===== config.mk =====
export PLATFORM = sky130hd
export DESIGN_NAME = wdcs_top
export DESIGN_NICKNAME = d
export VERILOG_FILES = /design/src/design/wdcs_pkg.sv /design/src/design/wdcs_top.sv /design/src/design/wdcs_counter.sv
export SDC_FILE = /design/constraint.sdc
export NUM_CORES = 1
export LEC_CHECK = 0
export ABC_CLOCK_PERIOD_IN_PS = 3400
export BUFFER_PORTS_ARGS = -buffer_cell sky130_fd_sc_hd__buf_2
export CORE_MARGIN = 4
export CORE_UTILIZATION = 55
export CTS_CLUSTER_SIZE = 24
export DETAILED_ROUTE_END_ITERATION = 10
export PLACE_DENSITY = 0.81
export REMOVE_ABC_BUFFERS = 1
export SLEW_MARGIN = 30
export SYNTH_ARGS = -nofsm -noshare
export SYNTH_HDL_FRONTEND = slang
export SYNTH_HIERARCHICAL = 1
export SYNTH_SLANG_ARGS = --single-unit

===== constraint.sdc =====
create_clock -name ref_clk_i -period 3.4 [get_ports ref_clk_i]
set_clock_uncertainty 0.2 [all_clocks]
set_input_delay 0.34 -clock ref_clk_i [delete_from_list [all_inputs] [get_ports ref_clk_i]]
set_output_delay 0.34 -clock ref_clk_i [all_outputs]
set_load 0.02 [all_outputs]

===== src/design/wdcs_pkg.sv =====
// package with register map, field positions and state types of the watchdog control block
package wdcs_pkg;

    // bus widths
    localparam int unsigned WDCS_ADDR_W = 16;
    localparam int unsigned WDCS_DATA_W = 8;

    // register byte addresses
    localparam logic [15:0] WDCS_ADDR_CONTROL_ONE = 16'hffb1;
    localparam logic [15:0] WDCS_ADDR_STATUS_TWO  = 16'hffb2;
    localparam logic [15:0] WDCS_ADDR_COUNTER     = 16'hffb3;
    localparam logic [15:0] WDCS_ADDR_INT_STATUS  = 16'hffb4;
    localparam logic [15:0] WDCS_ADDR_INT_CLEAR   = 16'hffb5;
    localparam logic [15:0] WDCS_ADDR_INT_ENABLE  = 16'hffb6;

    // watchdog_control_one field positions
    localparam int unsigned WDCS_C1_CNT_WE_PROT = 7;
    localparam int unsigned WDCS_C1_CNT_WE      = 6;
    localparam int unsigned WDCS_C1_REG_WE_PROT = 5;
    localparam int unsigned WDCS_C1_REG_WE      = 4;
    localparam int unsigned WDCS_C1_ON_PROT     = 3;
    localparam int unsigned WDCS_C1_ON          = 2;
    localparam int unsigned WDCS_C1_RST_PROT    = 1;
    localparam int unsigned WDCS_C1_RST_FLAG    = 0;

    // watchdog_status_two field positions
    localparam int unsigned WDCS_S2_OVF         = 7;
    localparam int unsigned WDCS_S2_MODE_PROT   = 6;
    localparam int unsigned WDCS_S2_MODE        = 5;
    localparam int unsigned WDCS_S2_IEOVF_PROT  = 4;
    localparam int unsigned WDCS_S2_IEOVF       = 3;
    localparam logic [2:0]  WDCS_S2_RSVD_VALUE  = 3'h7;

    // interrupt status layout
    localparam int unsigned WDCS_INT_OVF        = 0;
    localparam int unsigned WDCS_INT_WDT_RESET  = 1;
    localparam int unsigned WDCS_INT_W          = 2;

    // reset values and the counter top value
    localparam logic [7:0]  WDCS_COUNTER_RESET  = 8'h00;
    localparam logic [7:0]  WDCS_COUNTER_MAX    = 8'hff;
    localparam logic [1:0]  WDCS_INT_RESET      = 2'h0;
    localparam logic [7:0]  WDCS_RDATA_RESET    = 8'h00;

    // state of the counter module
    typedef struct packed {
        logic [7:0] count;
    } wdcs_cnt_state_t;

    // state of the control and status block
    typedef struct packed {
        logic                   cnt_we;
        logic                   reg_we;
        logic                   wd_on;
        logic                   rst_flag;
        logic                   mode_interval;
        logic                   ieovf;
        logic                   ovf;
        logic                   ovf_armed;
        logic                   rst_pulse;
        logic [WDCS_INT_W-1:0]  int_status;
        logic [WDCS_INT_W-1:0]  int_enable;
        logic                   irq;
        logic                   ovf_irq;
        logic [7:0]             rdata;
    } wdcs_state_t;

endpackage


===== src/design/wdcs_top.sv =====
// control and status logic of the eight bit watchdog counter
`timescale 1ns/10ps
`default_nettype none

module wdcs_top
    import wdcs_pkg::*;
(
    input  wire logic                   ref_clk_i,
    input  wire logic                   reset_n_i,
    input  wire logic [WDCS_ADDR_W-1:0] addr_i,
    input  wire logic [WDCS_DATA_W-1:0] wdata_i,
    input  wire logic                   wr_i,
    input  wire logic                   rd_i,
    output logic      [WDCS_DATA_W-1:0] rdata_o,
    input  wire logic                   count_tick_i,
    output logic                        wdt_reset_o,
    output logic                        ovf_irq_o,
    output logic                        irq_o
);

    wdcs_state_t st;
    wdcs_state_t next_st;

    // counter interface
    logic       cnt_load;
    logic [7:0] cnt_load_data;
    logic       cnt_inc;
    logic [7:0] cnt_value;
    logic       cnt_wrap;

    // decoded accesses
    logic       wr_c1;
    logic       wr_s2;
    logic       wr_cnt;
    logic       wr_iclr;
    logic       wr_ien;
    logic       rd_s2;

    // register images as software sees them
    logic [7:0] img_c1;
    logic [7:0] img_s2;

    // event pulses for the interrupt status
    logic [WDCS_INT_W-1:0] int_events;

    // address decode of the plain register port
    always_comb begin
        wr_c1   = wr_i && (addr_i == WDCS_ADDR_CONTROL_ONE);
        wr_s2   = wr_i && (addr_i == WDCS_ADDR_STATUS_TWO);
        wr_cnt  = wr_i && (addr_i == WDCS_ADDR_COUNTER);
        wr_iclr = wr_i && (addr_i == WDCS_ADDR_INT_CLEAR);
        wr_ien  = wr_i && (addr_i == WDCS_ADDR_INT_ENABLE);
        rd_s2   = rd_i && (addr_i == WDCS_ADDR_STATUS_TWO);
    end

    // protect bits have no storage and always read back as 1
    always_comb begin
        img_c1 = 8'hff;
        img_c1[WDCS_C1_CNT_WE]   = st.cnt_we;
        img_c1[WDCS_C1_REG_WE]   = st.reg_we;
        img_c1[WDCS_C1_ON]       = st.wd_on;
        img_c1[WDCS_C1_RST_FLAG] = st.rst_flag;
        img_s2 = 8'hff;
        img_s2[WDCS_S2_OVF]      = st.ovf;
        img_s2[WDCS_S2_MODE]     = st.mode_interval;
        img_s2[WDCS_S2_IEOVF]    = st.ieovf;
        img_s2[2:0]              = WDCS_S2_RSVD_VALUE;
    end

    // counter control: the internal reset forces the count back to zero,
    // a software write needs the counter write enable
    always_comb begin
        cnt_load      = st.rst_pulse || (wr_cnt && st.cnt_we);
        cnt_load_data = st.rst_pulse ? WDCS_COUNTER_RESET : wdata_i;
        // the tick comes from an external prescaler; no tick, no count
        cnt_inc       = st.wd_on && count_tick_i && !st.rst_pulse;
    end

    wdcs_counter u_counter (
        .ref_clk_i   (ref_clk_i),
        .reset_n_i   (reset_n_i),
        .load_i      (cnt_load),
        .load_data_i (cnt_load_data),
        .inc_i       (cnt_inc),
        .count_o     (cnt_value),
        .wrap_o      (cnt_wrap)
    );

    // events that feed the sticky interrupt status
    always_comb begin
        int_events                    = '0;
        int_events[WDCS_INT_OVF]      = cnt_wrap;
        int_events[WDCS_INT_WDT_RESET] = st.rst_pulse;
    end

    // next state of every control and status bit
    always_comb begin
        next_st = st;

        // one cycle pulse unless re-armed below
        next_st.rst_pulse = 1'b0;

        // control one writes: each protected bit only moves when its
        // protect bit in the same data is 0
        if (wr_c1) begin
            if (!wdata_i[WDCS_C1_CNT_WE_PROT]) begin
                next_st.cnt_we = wdata_i[WDCS_C1_CNT_WE];
            end
            if (!wdata_i[WDCS_C1_REG_WE_PROT]) begin
                next_st.reg_we = wdata_i[WDCS_C1_REG_WE];
            end
            // the old enable value gates this write, not the one in the data
            if (st.reg_we) begin
                if (!wdata_i[WDCS_C1_ON_PROT]) begin
                    next_st.wd_on = wdata_i[WDCS_C1_ON];
                end
                if (!wdata_i[WDCS_C1_RST_PROT] && !wdata_i[WDCS_C1_RST_FLAG]) begin
                    next_st.rst_flag = 1'b0;
                end
            end
        end

        // status two writes
        if (wr_s2) begin
            if (!wdata_i[WDCS_S2_MODE_PROT]) begin
                next_st.mode_interval = wdata_i[WDCS_S2_MODE];
            end
            if (!wdata_i[WDCS_S2_IEOVF_PROT]) begin
                next_st.ieovf = wdata_i[WDCS_S2_IEOVF];
            end
            // a zero clears only after a read saw the flag set
            if (st.ovf_armed && !wdata_i[WDCS_S2_OVF]) begin
                next_st.ovf = 1'b0;
            end
            // any write ends the read-then-write sequence
            next_st.ovf_armed = 1'b0;
        end

        // a read that sees the flag set arms the clear
        if (rd_s2 && st.ovf) begin
            next_st.ovf_armed = 1'b1;
        end

        // internal reset: return the control one and status two bits to their reset state, but
        // set the reset flag so software can tell why it restarted
        if (st.rst_pulse) begin
            next_st.cnt_we        = 1'b0;
            next_st.reg_we        = 1'b0;
            next_st.wd_on         = 1'b0;
            next_st.mode_interval = 1'b0;
            next_st.ieovf         = 1'b0;
            next_st.ovf           = 1'b0;
            next_st.ovf_armed     = 1'b0;
            next_st.rst_flag      = 1'b1;
        end

        // an overflow in this cycle wins over a clear in the same cycle
        if (cnt_wrap) begin
            next_st.ovf = 1'b1;
            if (!st.mode_interval) begin
                next_st.rst_pulse = 1'b1;
            end
        end

        // interrupt enable and sticky status; set wins over clear
        if (wr_ien) begin
            next_st.int_enable = wdata_i[WDCS_INT_W-1:0];
        end
        if (wr_iclr) begin
            next_st.int_status = st.int_status & ~wdata_i[WDCS_INT_W-1:0];
        end
        next_st.int_status = next_st.int_status | int_events;

        // level outputs follow the registered state
        next_st.irq     = |(next_st.int_status & next_st.int_enable);
        next_st.ovf_irq = next_st.ovf && next_st.ieovf && next_st.mode_interval;

        // read data stand in the cycle after the strobe and only there
        next_st.rdata = WDCS_RDATA_RESET;
        if (rd_i) begin
            case (addr_i)
                WDCS_ADDR_CONTROL_ONE: begin
                    next_st.rdata = img_c1;
                end
                WDCS_ADDR_STATUS_TWO: begin
                    next_st.rdata = img_s2;
                end
                WDCS_ADDR_COUNTER: begin
                    next_st.rdata = cnt_value;
                end
                WDCS_ADDR_INT_STATUS: begin
                    next_st.rdata = {6'h00, st.int_status};
                end
                WDCS_ADDR_INT_ENABLE: begin
                    next_st.rdata = {6'h00, st.int_enable};
                end
                default: begin
                    // unmapped and write-only addresses read as zero
                    next_st.rdata = WDCS_RDATA_RESET;
                end
            endcase
        end
    end

    // all state in one register; device and pin reset share reset_n_i
    always_ff @(posedge ref_clk_i or negedge reset_n_i) begin
        if (!reset_n_i) begin
            st.cnt_we        <= 1'b0;
            st.reg_we        <= 1'b0;
            st.wd_on         <= 1'b0;
            st.rst_flag      <= 1'b0;
            st.mode_interval <= 1'b0;
            st.ieovf         <= 1'b0;
            st.ovf           <= 1'b0;
            st.ovf_armed     <= 1'b0;
            st.rst_pulse     <= 1'b0;
            st.int_status    <= WDCS_INT_RESET;
            st.int_enable    <= WDCS_INT_RESET;
            st.irq           <= 1'b0;
            st.ovf_irq       <= 1'b0;
            st.rdata         <= WDCS_RDATA_RESET;
        end else begin
            st <= next_st;
        end
    end

    // outputs straight from flip-flops
    assign rdata_o     = st.rdata;
    assign wdt_reset_o = st.rst_pulse;
    assign ovf_irq_o   = st.ovf_irq;
    assign irq_o       = st.irq;

endmodule // wdcs_top

`default_nettype wire


===== src/design/wdcs_counter.sv =====
// eight bit up-counter with load and wrap detection
`timescale 1ns/10ps
`default_nettype none

module wdcs_counter
    import wdcs_pkg::*;
(
    input  wire logic       ref_clk_i,
    input  wire logic       reset_n_i,
    input  wire logic       load_i,
    input  wire logic [7:0] load_data_i,
    input  wire logic       inc_i,
    output logic      [7:0] count_o,
    output logic            wrap_o
);

    wdcs_cnt_state_t st;
    wdcs_cnt_state_t next_st;

    // load beats increment so a software write is never lost to a tick
    always_comb begin
        next_st = st;
        if (load_i) begin
            next_st.count = load_data_i;
        end else if (inc_i) begin
            next_st.count = st.count + 8'h01;
        end
    end

    always_ff @(posedge ref_clk_i or negedge reset_n_i) begin
        if (!reset_n_i) begin
            st.count <= WDCS_COUNTER_RESET;
        end else begin
            st <= next_st;
        end
    end

    // wrap from the top value to zero on this cycle's tick
    assign count_o = st.count;
    assign wrap_o  = inc_i && !load_i && (st.count == WDCS_COUNTER_MAX);

endmodule // wdcs_counter

`default_nettype wire


# After elaboration in Yosys (flattened, before gate mapping)
# Index checks and enable logic that the tools add are counted.
# op_classes
add_sub_neg,1
n_eq_ne,10
bitwise_logic,4
reduce_logical,32
muxes,22
# ops
op,n
$eq A16 B16 Y1 const B,6
$mux W8,5
$pmux W8 S5,1
$logic_and A1 B1 Y1,16
$mux W1,11
$add A8 B1 Y8 const B,1
$eq A8 B8 Y1 const B,1
$mux W4,2
$reduce_bool A2 Y1,4
$mux W2,3
$ne A2 B1 Y1 const B,3
$reduce_and A3 Y1,2
$logic_not A1 Y1,5
$and A2 B2 Y2,2
$reduce_and A2 Y1,2
$reduce_bool A3 Y1,1
$not A2 Y2,1
$or A2 B2 Y2,1
$reduce_or A2 Y1,1
$logic_or A1 B1 Y1,1
# word_totals
elab_cells,84
out_inout_bits,11
input_bits,29
regBits,31

# Depth between registers and ports, before layout
# Gate-level depths: netlist of run 1.
# logic_depth
ltp_word,10
depth_mapped,11
ltp_nobuf,9

# Modules after synthesis
# Netlist of run 1, hierarchy kept.
# by_module_without_submodules
module,n_inst,area_per_inst_um2,cells_per_inst
wdcs_top,1,1288.7,130
wdcs_counter,1,465.4,51

# Least setup slack after synthesis of run 1
# No wires, ideal clock.
# synth_timing
path_type,input to register
startpoint,input port addr_i[6]
endpoint,"register st, in the netlist ovf_irq_o"
required_time_ns,3.062
cell_stages,11
setup_time_ns,0.138
path_slack_ns,0.725
t_arrival_ns,2.337
path_buffers,2
path_cell_list,nand4b_2 or3_1 buf_2 nor4_2 nand3_1 nand2_1 buf_2 nand2b_1 nor3_1 a31o_2 nor4b_1
# synth_rtl
element,line_no,source
from (decl),wdcs_top.sv:10,"input wire logic [WDCS_ADDR_W-1:0] addr_i,"
to (signal assigned),wdcs_top.sv:223,st <= next_st;
to (decl),wdcs_top.sv:21,wdcs_state_t st;

==> results of run 1 <==
-- layer usage --
layer,up-vias,part of all wire
met2,63,0.50
met1,725,0.42
li1,714,-
met5,-,0
met4,0,0.025
met3,11,0.053
-- worst paths after layout --
check / start / endpoint / slack (ns) / cells after the start
min in group asynchronous: reset_n_i / u_counter/count_o[1]$_DFFE_PN0P_ / 0.38 / 2
worst max register to register: wdt_reset_o$_DFF_PN0_ / ovf_irq_o$_DFF_PN0_ / 0.98 / 6
worst min register to register: img_s2[5]$_DFF_PN0_ / wdt_reset_o$_DFF_PN0_ / 0.27 / 1
worst max-delay path: addr_i[6] / irq_o$_DFF_PN0_ / 0.85 / 10
worst min-delay path: rd_i / st[15]$_DFFE_PN0P_ / 0.09 / 3
max in group asynchronous: reset_n_i / st[12]$_DFF_PN0_ / 2.18 / 2
-- final cells by class --
type                            count  area (um^2)
Clock buffer                        6         51.3
Tap cell                           44         55.1
Clock inverter                      2         35.0
Inverter                            3         11.3
Multi-Input combinational cell    129          860
Sequential cell                    31          776
Fill cell                         259         1050
Timing Repair Buffer               41          213
-- registers in the layout, indices dropped and copies added (netlist names) --
register,flops
rdata_o,8
u_counter/count_o,8
st,5
img_c1,4
img_s2,3
irq_o,1
ovf_irq_o,1
wdt_reset_o,1
-- Yosys cell counts --
cell type	n
sky130_fd_sc_hd__buf_4	10
sky130_fd_sc_hd__nand3b_1	3
sky130_fd_sc_hd__or4_1	3
sky130_fd_sc_hd__mux2i_1	6
sky130_fd_sc_hd__or4b_1	1
sky130_fd_sc_hd__a22o_1	1
sky130_fd_sc_hd__nand4b_2	1
sky130_fd_sc_hd__or2_2	1
sky130_fd_sc_hd__a221oi_1	6
sky130_fd_sc_hd__nor4_2	3
sky130_fd_sc_hd__mux2_2	4
sky130_fd_sc_hd__nand2b_1	2
sky130_fd_sc_hd__xnor2_1	1
sky130_fd_sc_hd__o211ai_1	1
sky130_fd_sc_hd__dfrtp_1	31
sky130_fd_sc_hd__inv_1	3
sky130_fd_sc_hd__and4bb_1	1
sky130_fd_sc_hd__clkbuf_1	6
sky130_fd_sc_hd__ha_1	1
sky130_fd_sc_hd__nand4_2	3
sky130_fd_sc_hd__a31o_2	1
sky130_fd_sc_hd__nand4b_1	3
sky130_fd_sc_hd__nand3_1	5
sky130_fd_sc_hd__nor2b_1	10
sky130_fd_sc_hd__o21ai_0	7
sky130_fd_sc_hd__xor2_1	3
sky130_fd_sc_hd__nor2_1	19
sky130_fd_sc_hd__nor4b_1	1
sky130_fd_sc_hd__a21o_1	2
sky130_fd_sc_hd__nand2_1	14
sky130_fd_sc_hd__a41o_2	1
sky130_fd_sc_hd__nand4_1	4
sky130_fd_sc_hd__o21ai_1	1
sky130_fd_sc_hd__and3_1	2
sky130_fd_sc_hd__a21oi_1	6
sky130_fd_sc_hd__nor3_1	7
sky130_fd_sc_hd__or3_1	1
sky130_fd_sc_hd__nor4_1	2
sky130_fd_sc_hd__buf_2	2
sky130_fd_sc_hd__nand4bb_1	1
sky130_fd_sc_hd__nor3b_1	1
-- critical path, cell delays in order --
cell and delay (ns):
sky130_fd_sc_hd__buf_2 0.09, sky130_fd_sc_hd__nand4b_2 0.25, sky130_fd_sc_hd__or3_1 0.47, sky130_fd_sc_hd__nor4_2 0.57, sky130_fd_sc_hd__nand3_1 0.14, sky130_fd_sc_hd__nand2_1 0.11
sky130_fd_sc_hd__nand2b_1 0.13, sky130_fd_sc_hd__nor3_1 0.08, sky130_fd_sc_hd__a21o_1 0.17, sky130_fd_sc_hd__a22o_1 0.21
-- timing repair --
action | in CTS | in global routing
hold buffers | 1 | 0
endpoints found under the hold margin | 31 | 0
setup buffers | 0 | 0
-- power by group --
group	switching, mW	internal [mW]
clock network	0.127	0.174
logic	0.0353	0.0267
registers	0.00769	0.373
total	0.170	0.574
-- through the flow --
step	util	cell area [um^2]	hold slack [ns]	setup slack (ns)
global route	0.655	2000	0.0940	0.709
global placement	0.624	1900	0.208	0.639
CTS	0.655	2000	0.0857	0.899
finish	0.655	2000	0.0901	0.848
floorplan	-	1650	-0.156	0.594
detailed placement	0.624	1900	0.219	0.551
-- cell families (layout without fill, tap and decap cells) --
| kind of cell | after synthesis | in the layout | synth area share |
|---|---|---|---|
| AOI/OAI and AO/OA | 26 | 26 | 0.0991 |
| xor gates and xnor gates | 4 | 4 | 0.0200 |
| adders and majority gates | 1 | 1 | 0.00713 |
| buffers and inverters | 21 | 52 | 0.0678 |
| DFF | 31 | 31 | 0.442 |
| muxes | 10 | 10 | 0.0599 |
| and+or+nand+nor | 88 | 88 | 0.304 |
==> flow_results.org, run 1 <==
** Status
- The flow ran to the end, and the final reports show no timing, DRC or antenna violations.

** Flow run
- Max-Cap Viols :: 0

** Clock network
- Once the clock tree was built, the resizer swapped 0 gates to a different size.
- TritonCTS built the clock tree.
- Skew-Pair Late Insertion Delay :: 0.33 ns
- Clock tree synthesis found a total of 31 sinks.
- Clock-pin slew was measured on the worst setup and hold paths at 0.09 ns.
- Number of H-tree levels :: 2
- CTS placed an instance of sky130_fd_sc_hd__clkbuf_4 at the clock tree root.
- CTS Buf Count :: 5
- No sink is reached through more buffers than the 2 on the longest clock path.

** Setup path
- For the worst setup path, the data arrival time is 2.56 ns.
- Critical Setup Path Class :: in2reg
- The worst setup path is captured at a flop.
- STA classifies the critical path startpoint as a primary input.
- Required time at the worst-slack endpoint :: 3.41 ns
- Largest driver fanout on the critical path :: 8

** Layout
- For this run, the post-layout net count is 241.
- Layout overhead on the synthesized area :: 14.1%
- Leaving out fill and tap cells, the most frequent cell in the layout is sky130_fd_sc_hd__buf_2.
- Proportion of layout cells with a drive suffix above 1 :: 0.292
- For this run, the number of standard cells in the final layout without fillers is 256.
- In the layout the commonest cells are sky130_fd_sc_hd__buf_2, sky130_fd_sc_hd__dfrtp_1, sky130_fd_sc_hd__nor2_1, sky130_fd_sc_hd__nand2_1, sky130_fd_sc_hd__nor2b_1.
- Diode count :: 0

** Place
- Number of I/O port buffers :: 39
- The wire-length estimate of the detail-placed layout is 3140 um.
- Placed insts :: 247
- Final weighted congestion in routability-driven placement :: 0.950

** Global route
- For met1 alone, demand over resource in global routing was 0.281.
- Entering global routing, the biggest net connects 32 pins.
- met2 is the most crowded layer.
- For met2 alone, demand over resource in global routing was 0.358.
- For this run the aggregate overflow at the end of global routing stands at 0.
- The via count of the first global-routing pass is 1486.
- Across every metal layer, demand over resource in global routing totals 0.218.
- Initial antenna violation count :: 0
- Global-route wire length before repair :: 7060 um
- For met3 alone, demand over resource in global routing was 0.0416.

** Synth
- The cell count after synthesis came out at 181.
- Synth top area share :: 0.442
- Of the synthesized area, sequential elements account for 0.442.
- Syn avg cell area :: 9.69 um^2
- The synthesized design spends more area on one cell type than any other, namely sky130_fd_sc_hd__dfrtp_1.
- Cell area after synthesis :: 1750 um^2
- Total number of yosys warnings :: 6
- In the post-synthesis netlist, the biggest area contributors are sky130_fd_sc_hd__dfrtp_1, sky130_fd_sc_hd__buf_4, sky130_fd_sc_hd__nor2_1.
- Seq cells post-synth :: 31
- Post-synth cell types :: 41

** Die
- During I/O placement, the number of pins put on the boundary was 40.
- Die outline area :: 4160 um^2
- Horiz. Die Dim :: 64.5 um
- Number of cell rows :: 20
- After floorplanning, the core was sized to cover 3050 um^2.
- For this configuration, the core starts out at a cell density of 0.575.
- The floorplan step set the die height to 64.5 um.

** Timing
- Total negative slack :: 0 ns
- The routed design could run at a clock period as short as 2.55 ns.
- The number of max-slew violations in the final report was 0.
- Timing would allow up to 0.392 GHz.
- Relative slew slack :: 0.542
- In the finished design, the share of the clock period the worst path needs comes to 0.751.
- For the pin with the worst max-slew slack, the measured transition is 0.686 ns.
- The number of hold violations in the final report was 0.
- Setup violations remaining at the end of the flow were counted as 0.
- Setup repair after global routing left no endpoint under its margin.

** Drt
- In the final routed layout, each cell accounts on average for 16.1 um.
- The first routing iteration left 126 violations.
- Detailed routing inserted a total of 1513 vias.
- Sum of routed wire length over all layers :: 4130 um
- The count of nets left with antenna violations once routing finished came out at 0.
- Via density per instance :: 5.91
- 1st-pass router iterations :: 4
- DRC violations left :: 0

** Pwr
- Summing internal, switching and leakage power gives 0.744 mW.
- Largest vdd supply drop :: 0.281 mV
- The analysis attributes to cell leakage a power of 0.942 nW.
- Power density relative to cell area :: 372 nW/um^2

** Hold path
- Worst hold path type :: in2reg
Power figures use the tool's default switching activity.
==> run 2: changes to the inputs <==
--- a/config.mk
+++ b/config.mk
@@ -5,13 +5,13 @@
 export SDC_FILE = /design/constraint.sdc
 export NUM_CORES = 1
 export LEC_CHECK = 0
-export ABC_CLOCK_PERIOD_IN_PS = 3400
+export ABC_CLOCK_PERIOD_IN_PS = 2500
 export BUFFER_PORTS_ARGS = -buffer_cell sky130_fd_sc_hd__buf_2
 export CORE_MARGIN = 4
-export CORE_UTILIZATION = 55
+export CORE_UTILIZATION = 53
 export CTS_CLUSTER_SIZE = 24
 export DETAILED_ROUTE_END_ITERATION = 10
-export PLACE_DENSITY = 0.81
+export PLACE_DENSITY = 0.79
 export REMOVE_ABC_BUFFERS = 1
 export SLEW_MARGIN = 30
 export SYNTH_ARGS = -nofsm -noshare
==> constraint.sdc (replaced) <==
create_clock -name ref_clk_i -period 2.5 [get_ports ref_clk_i]
set_clock_uncertainty 0.2 [all_clocks]
set_input_delay 0.25 -clock ref_clk_i [delete_from_list [all_inputs] [get_ports ref_clk_i]]
set_output_delay 0.25 -clock ref_clk_i [all_outputs]
set_load 0.02 [all_outputs]
==> run 2 against run 1 <==
- wire length increased by 6.6%
- utilization rose by 2.1 points
- clock power is 38% higher
- combinational power increased by 47%
- worst hold slack worse by 0.072 ns
- highest routed layer unchanged
==> flow_results.org, run 2 (synthesis gave the netlist of run 1 again) <==
** Layout
- The synthesis-to-layout area growth was 19.6% (was 14.1%).
- The share of cells above drive strength 1 is 0.317 (was 0.292).
- The cell area after layout is 2100 um^2 (was 2000 um^2).
- The antenna cell count came to 0 (unchanged).
- Commonest cells after routing, fill and taps aside :: sky130_fd_sc_hd__buf_2, sky130_fd_sc_hd__dfrtp_1, sky130_fd_sc_hd__nor2_1, sky130_fd_sc_hd__nand2_1 (was sky130_fd_sc_hd__buf_2, sky130_fd_sc_hd__dfrtp_1, sky130_fd_sc_hd__nor2_1, sky130_fd_sc_hd__nand2_1, sky130_fd_sc_hd__nor2b_1)
- Final-stage net count :: 253 (was 241)
- Leading cell type in the layout, fill and taps excluded :: sky130_fd_sc_hd__buf_2 (unchanged)
- Fin util :: 0.676 (was 0.655)
- Non-Filler Instances :: 268 (was 256)

** Timing
- Relative slew slack :: 0.540 (was 0.542)
- Fraction of the cycle the final worst path needs :: 0.779
- Setup repair after global routing missed its margin :: no (unchanged)
- Setup violators final :: 0 (unchanged)
- Timing would allow up to 0.513 GHz.
- After layout, the minimum clock period comes to 1.95 ns.
- The aggregate negative setup slack was 0 ns (unchanged).
- Actual transition at the worst max-transition pin :: 0.689 ns (was 0.686 ns)
- Total count of hold-check failures in the final report :: 0 (unchanged)
- The number of max-slew violations in the final report is 0 (unchanged).

** Die
- The die width is 65.5 um (was 64.5 um).
- The count of pins on the block boundary came to 40 (unchanged).
- Number of cell rows :: 20 (unchanged)
- Die outline area :: 4290 um^2 (was 4160 um^2)
- Effective utilization at floorplan :: 0.565 (was 0.575)
- The die outline height is 65.5 um (was 64.5 um).
- CORE AREA :: 3100 um^2 (was 3050 um^2)

** Drt
- The remaining number of nets flagged by the antenna check after routing came to 0 (unchanged).
- The via count came to 1575 (was 1513).
- Sum of routed wire length over all layers :: 4410 um (was 4130 um)
- Post-detailed-route wirelength per cell :: 16.4 um (was 16.1 um)
- Via density per instance :: 5.88 (was 5.91)
- DR iter-0 viols :: 172 (was 126)
- 1st-pass router iterations :: 4 (unchanged)
- DRC violations left :: 0 (unchanged)

** Global route
- Initial antenna violation count :: 0 (unchanged)
- The total global routing track utilization was 0.224 (was 0.218).
- The wire length of the first global-routing pass came to 7290 um (was 7060 um).
- Largest net degree at the start of global routing :: 32 (unchanged)
- Number of global-route vias before repair :: 1560 (was 1486)
- Overall overflow remaining after global route :: 0 (unchanged)

** Setup path
- The required arrival time at the worst endpoint came to 2.52 ns (was 3.41 ns).
- The classification of the worst setup path is in2reg (unchanged).
- Worst reg2reg endpoint :: ovf_irq_o$_DFF_PN0_ (unchanged)
- The setup slack on the worst flop-to-flop path is 0.60 ns (was 0.98 ns).
- The kind of end point of the critical path is a flop (unchanged).
- Cells on worst reg2reg path :: 5 (was 6)
- Largest driver fanout on the critical path :: 7 (was 8)
- Critical Path Start Type :: primary input (unchanged)
- Critical Path AT :: 1.97 ns (was 2.56 ns)
- Startpoint of the worst-slack reg-to-reg timing path :: u_counter/count_o[3]$_DFFE_PN0P_ (was wdt_reset_o$_DFF_PN0_)

** Place
- The number of placed instances, taps included is 256 (was 247).
- Final weighted congestion in routability-driven placement :: 0.866 (was 0.950)
- Post-DP Area :: 1970 um^2 (was 1900 um^2)
- The count of buffers inserted at the top-level ports was 39 (unchanged).
- The placed wire-length estimate came to 3260 um (was 3140 um).

** Clock network
- The worst-skew pair later-pin latency was 0.32 ns (was 0.33 ns).
- Cts repair resizes :: 0 (unchanged)
- Setup bufs post-CTS :: 0 (unchanged)
- The buffer levels on the longest clock path was 2 (unchanged).
- The hold buffer count at CTS was 4 (was 1).
- The CTS tree was built (unchanged).
- CTS Buf Count :: 5 (unchanged)
- Clock root buffer :: sky130_fd_sc_hd__clkbuf_4 (unchanged)
- Clock sinks :: 31 (unchanged)
- Number of H-tree levels :: 2 (unchanged)
- The clock transition at the registers of the reported paths was 0.10 ns (was 0.09 ns).

** Flow run
- The number of max-cap violations came to 0 (unchanged).

** Hold path
- Sink of the worst hold path :: img_c1[6]$_DFFE_PN0P_ (was st[15]$_DFFE_PN0P_)
- The worst hold path startpoint was wdata_i[6] (was rd_i).
- Worst hold path stage count :: 3 (unchanged)
- Worst hold path type :: in2reg (unchanged)

** Status
- Run status: finished, final reports clean (unchanged).

** Pwr
- The static leakage came to 0.997 nW (was 0.942 nW).
- The maximum vdd drop was 0.351 mV (was 0.281 mV).
- Total power after layout :: 1.02 mW (was 0.744 mW)
- Power density relative to cell area :: 488 nW/um^2 (was 372 nW/um^2)
-- run 2: critical path, cell delays in order --
cell	delay, ns
sky130_fd_sc_hd__buf_2	0.09
sky130_fd_sc_hd__nand4b_2	0.19
sky130_fd_sc_hd__or3_1	0.36
sky130_fd_sc_hd__buf_4	0.18
sky130_fd_sc_hd__or4_1	0.50
sky130_fd_sc_hd__a21o_1	0.20
sky130_fd_sc_hd__a22o_1	0.20
-- run 2: final cells by class --
type,instances,area (um^2)
clock buffer,6,51.3
clock inverter,2,35.0
fill,255,1000
inverter,3,11.3
multi-input combinational,129,860
sequential,31,776
tap,44,55.1
timing repair buffer,53,310
-- run 2: worst max-delay path by stage --
| stage | startpoint | to | cells after the start |
|---|---|---|---|
| after global routing | wdt_reset_o$_DFF_PN0_ | ovf_irq_o$_DFF_PN0_ | 6 |
| after floorplan | addr_i[6] | ovf_irq_o$_DFF_PN0_ | 9 |
| after detailed placement | addr_i[6] | irq_o$_DFF_PN0_ | 7 |
| after CTS | addr_i[6] | irq_o$_DFF_PN0_ | 7 |
| final | addr_i[6] | irq_o$_DFF_PN0_ | 7 |
| after global placement | addr_i[6] | irq_o$_DFF_PN0_ | 7 |
-- run 2: power breakdown --
| part | total [mW] | internal, mW | switching (mW) |
|---|---|---|---|
| combinational | 0.0909 | 0.0409 | 0.0500 |
| sequential | 0.519 | 0.508 | 0.0111 |
| clock | 0.414 | 0.236 | 0.178 |
-- run 2: through the flow --
| stage | worst slack [ns] | hold slack, ns |
|---|---|---|
| 2_1_floorplan | -0.216 | -0.246 |
| 3_3_place_gp | 0.244 | 0.112 |
| 3_5_place_dp | 0.209 | 0.123 |
| 4_1_cts | 0.567 | 0.00690 |
| 5_1_grt | 0.446 | 0.00971 |
| 6_report | 0.552 | 0.0178 |
-- run 2: routing by layer --
layer | global-route usage | share of wire | wire length, um | vias to the layer above
met5 | 0 | 0 | 0 | -
met4 | 0.0984 | 0.011 | 50 | 0
met3 | 0.0581 | 0.072 | 318 | 4
met2 | 0.365 | 0.51 | 2230 | 76
met1 | 0.280 | 0.41 | 1810 | 760
li1 | - | - | - | 735
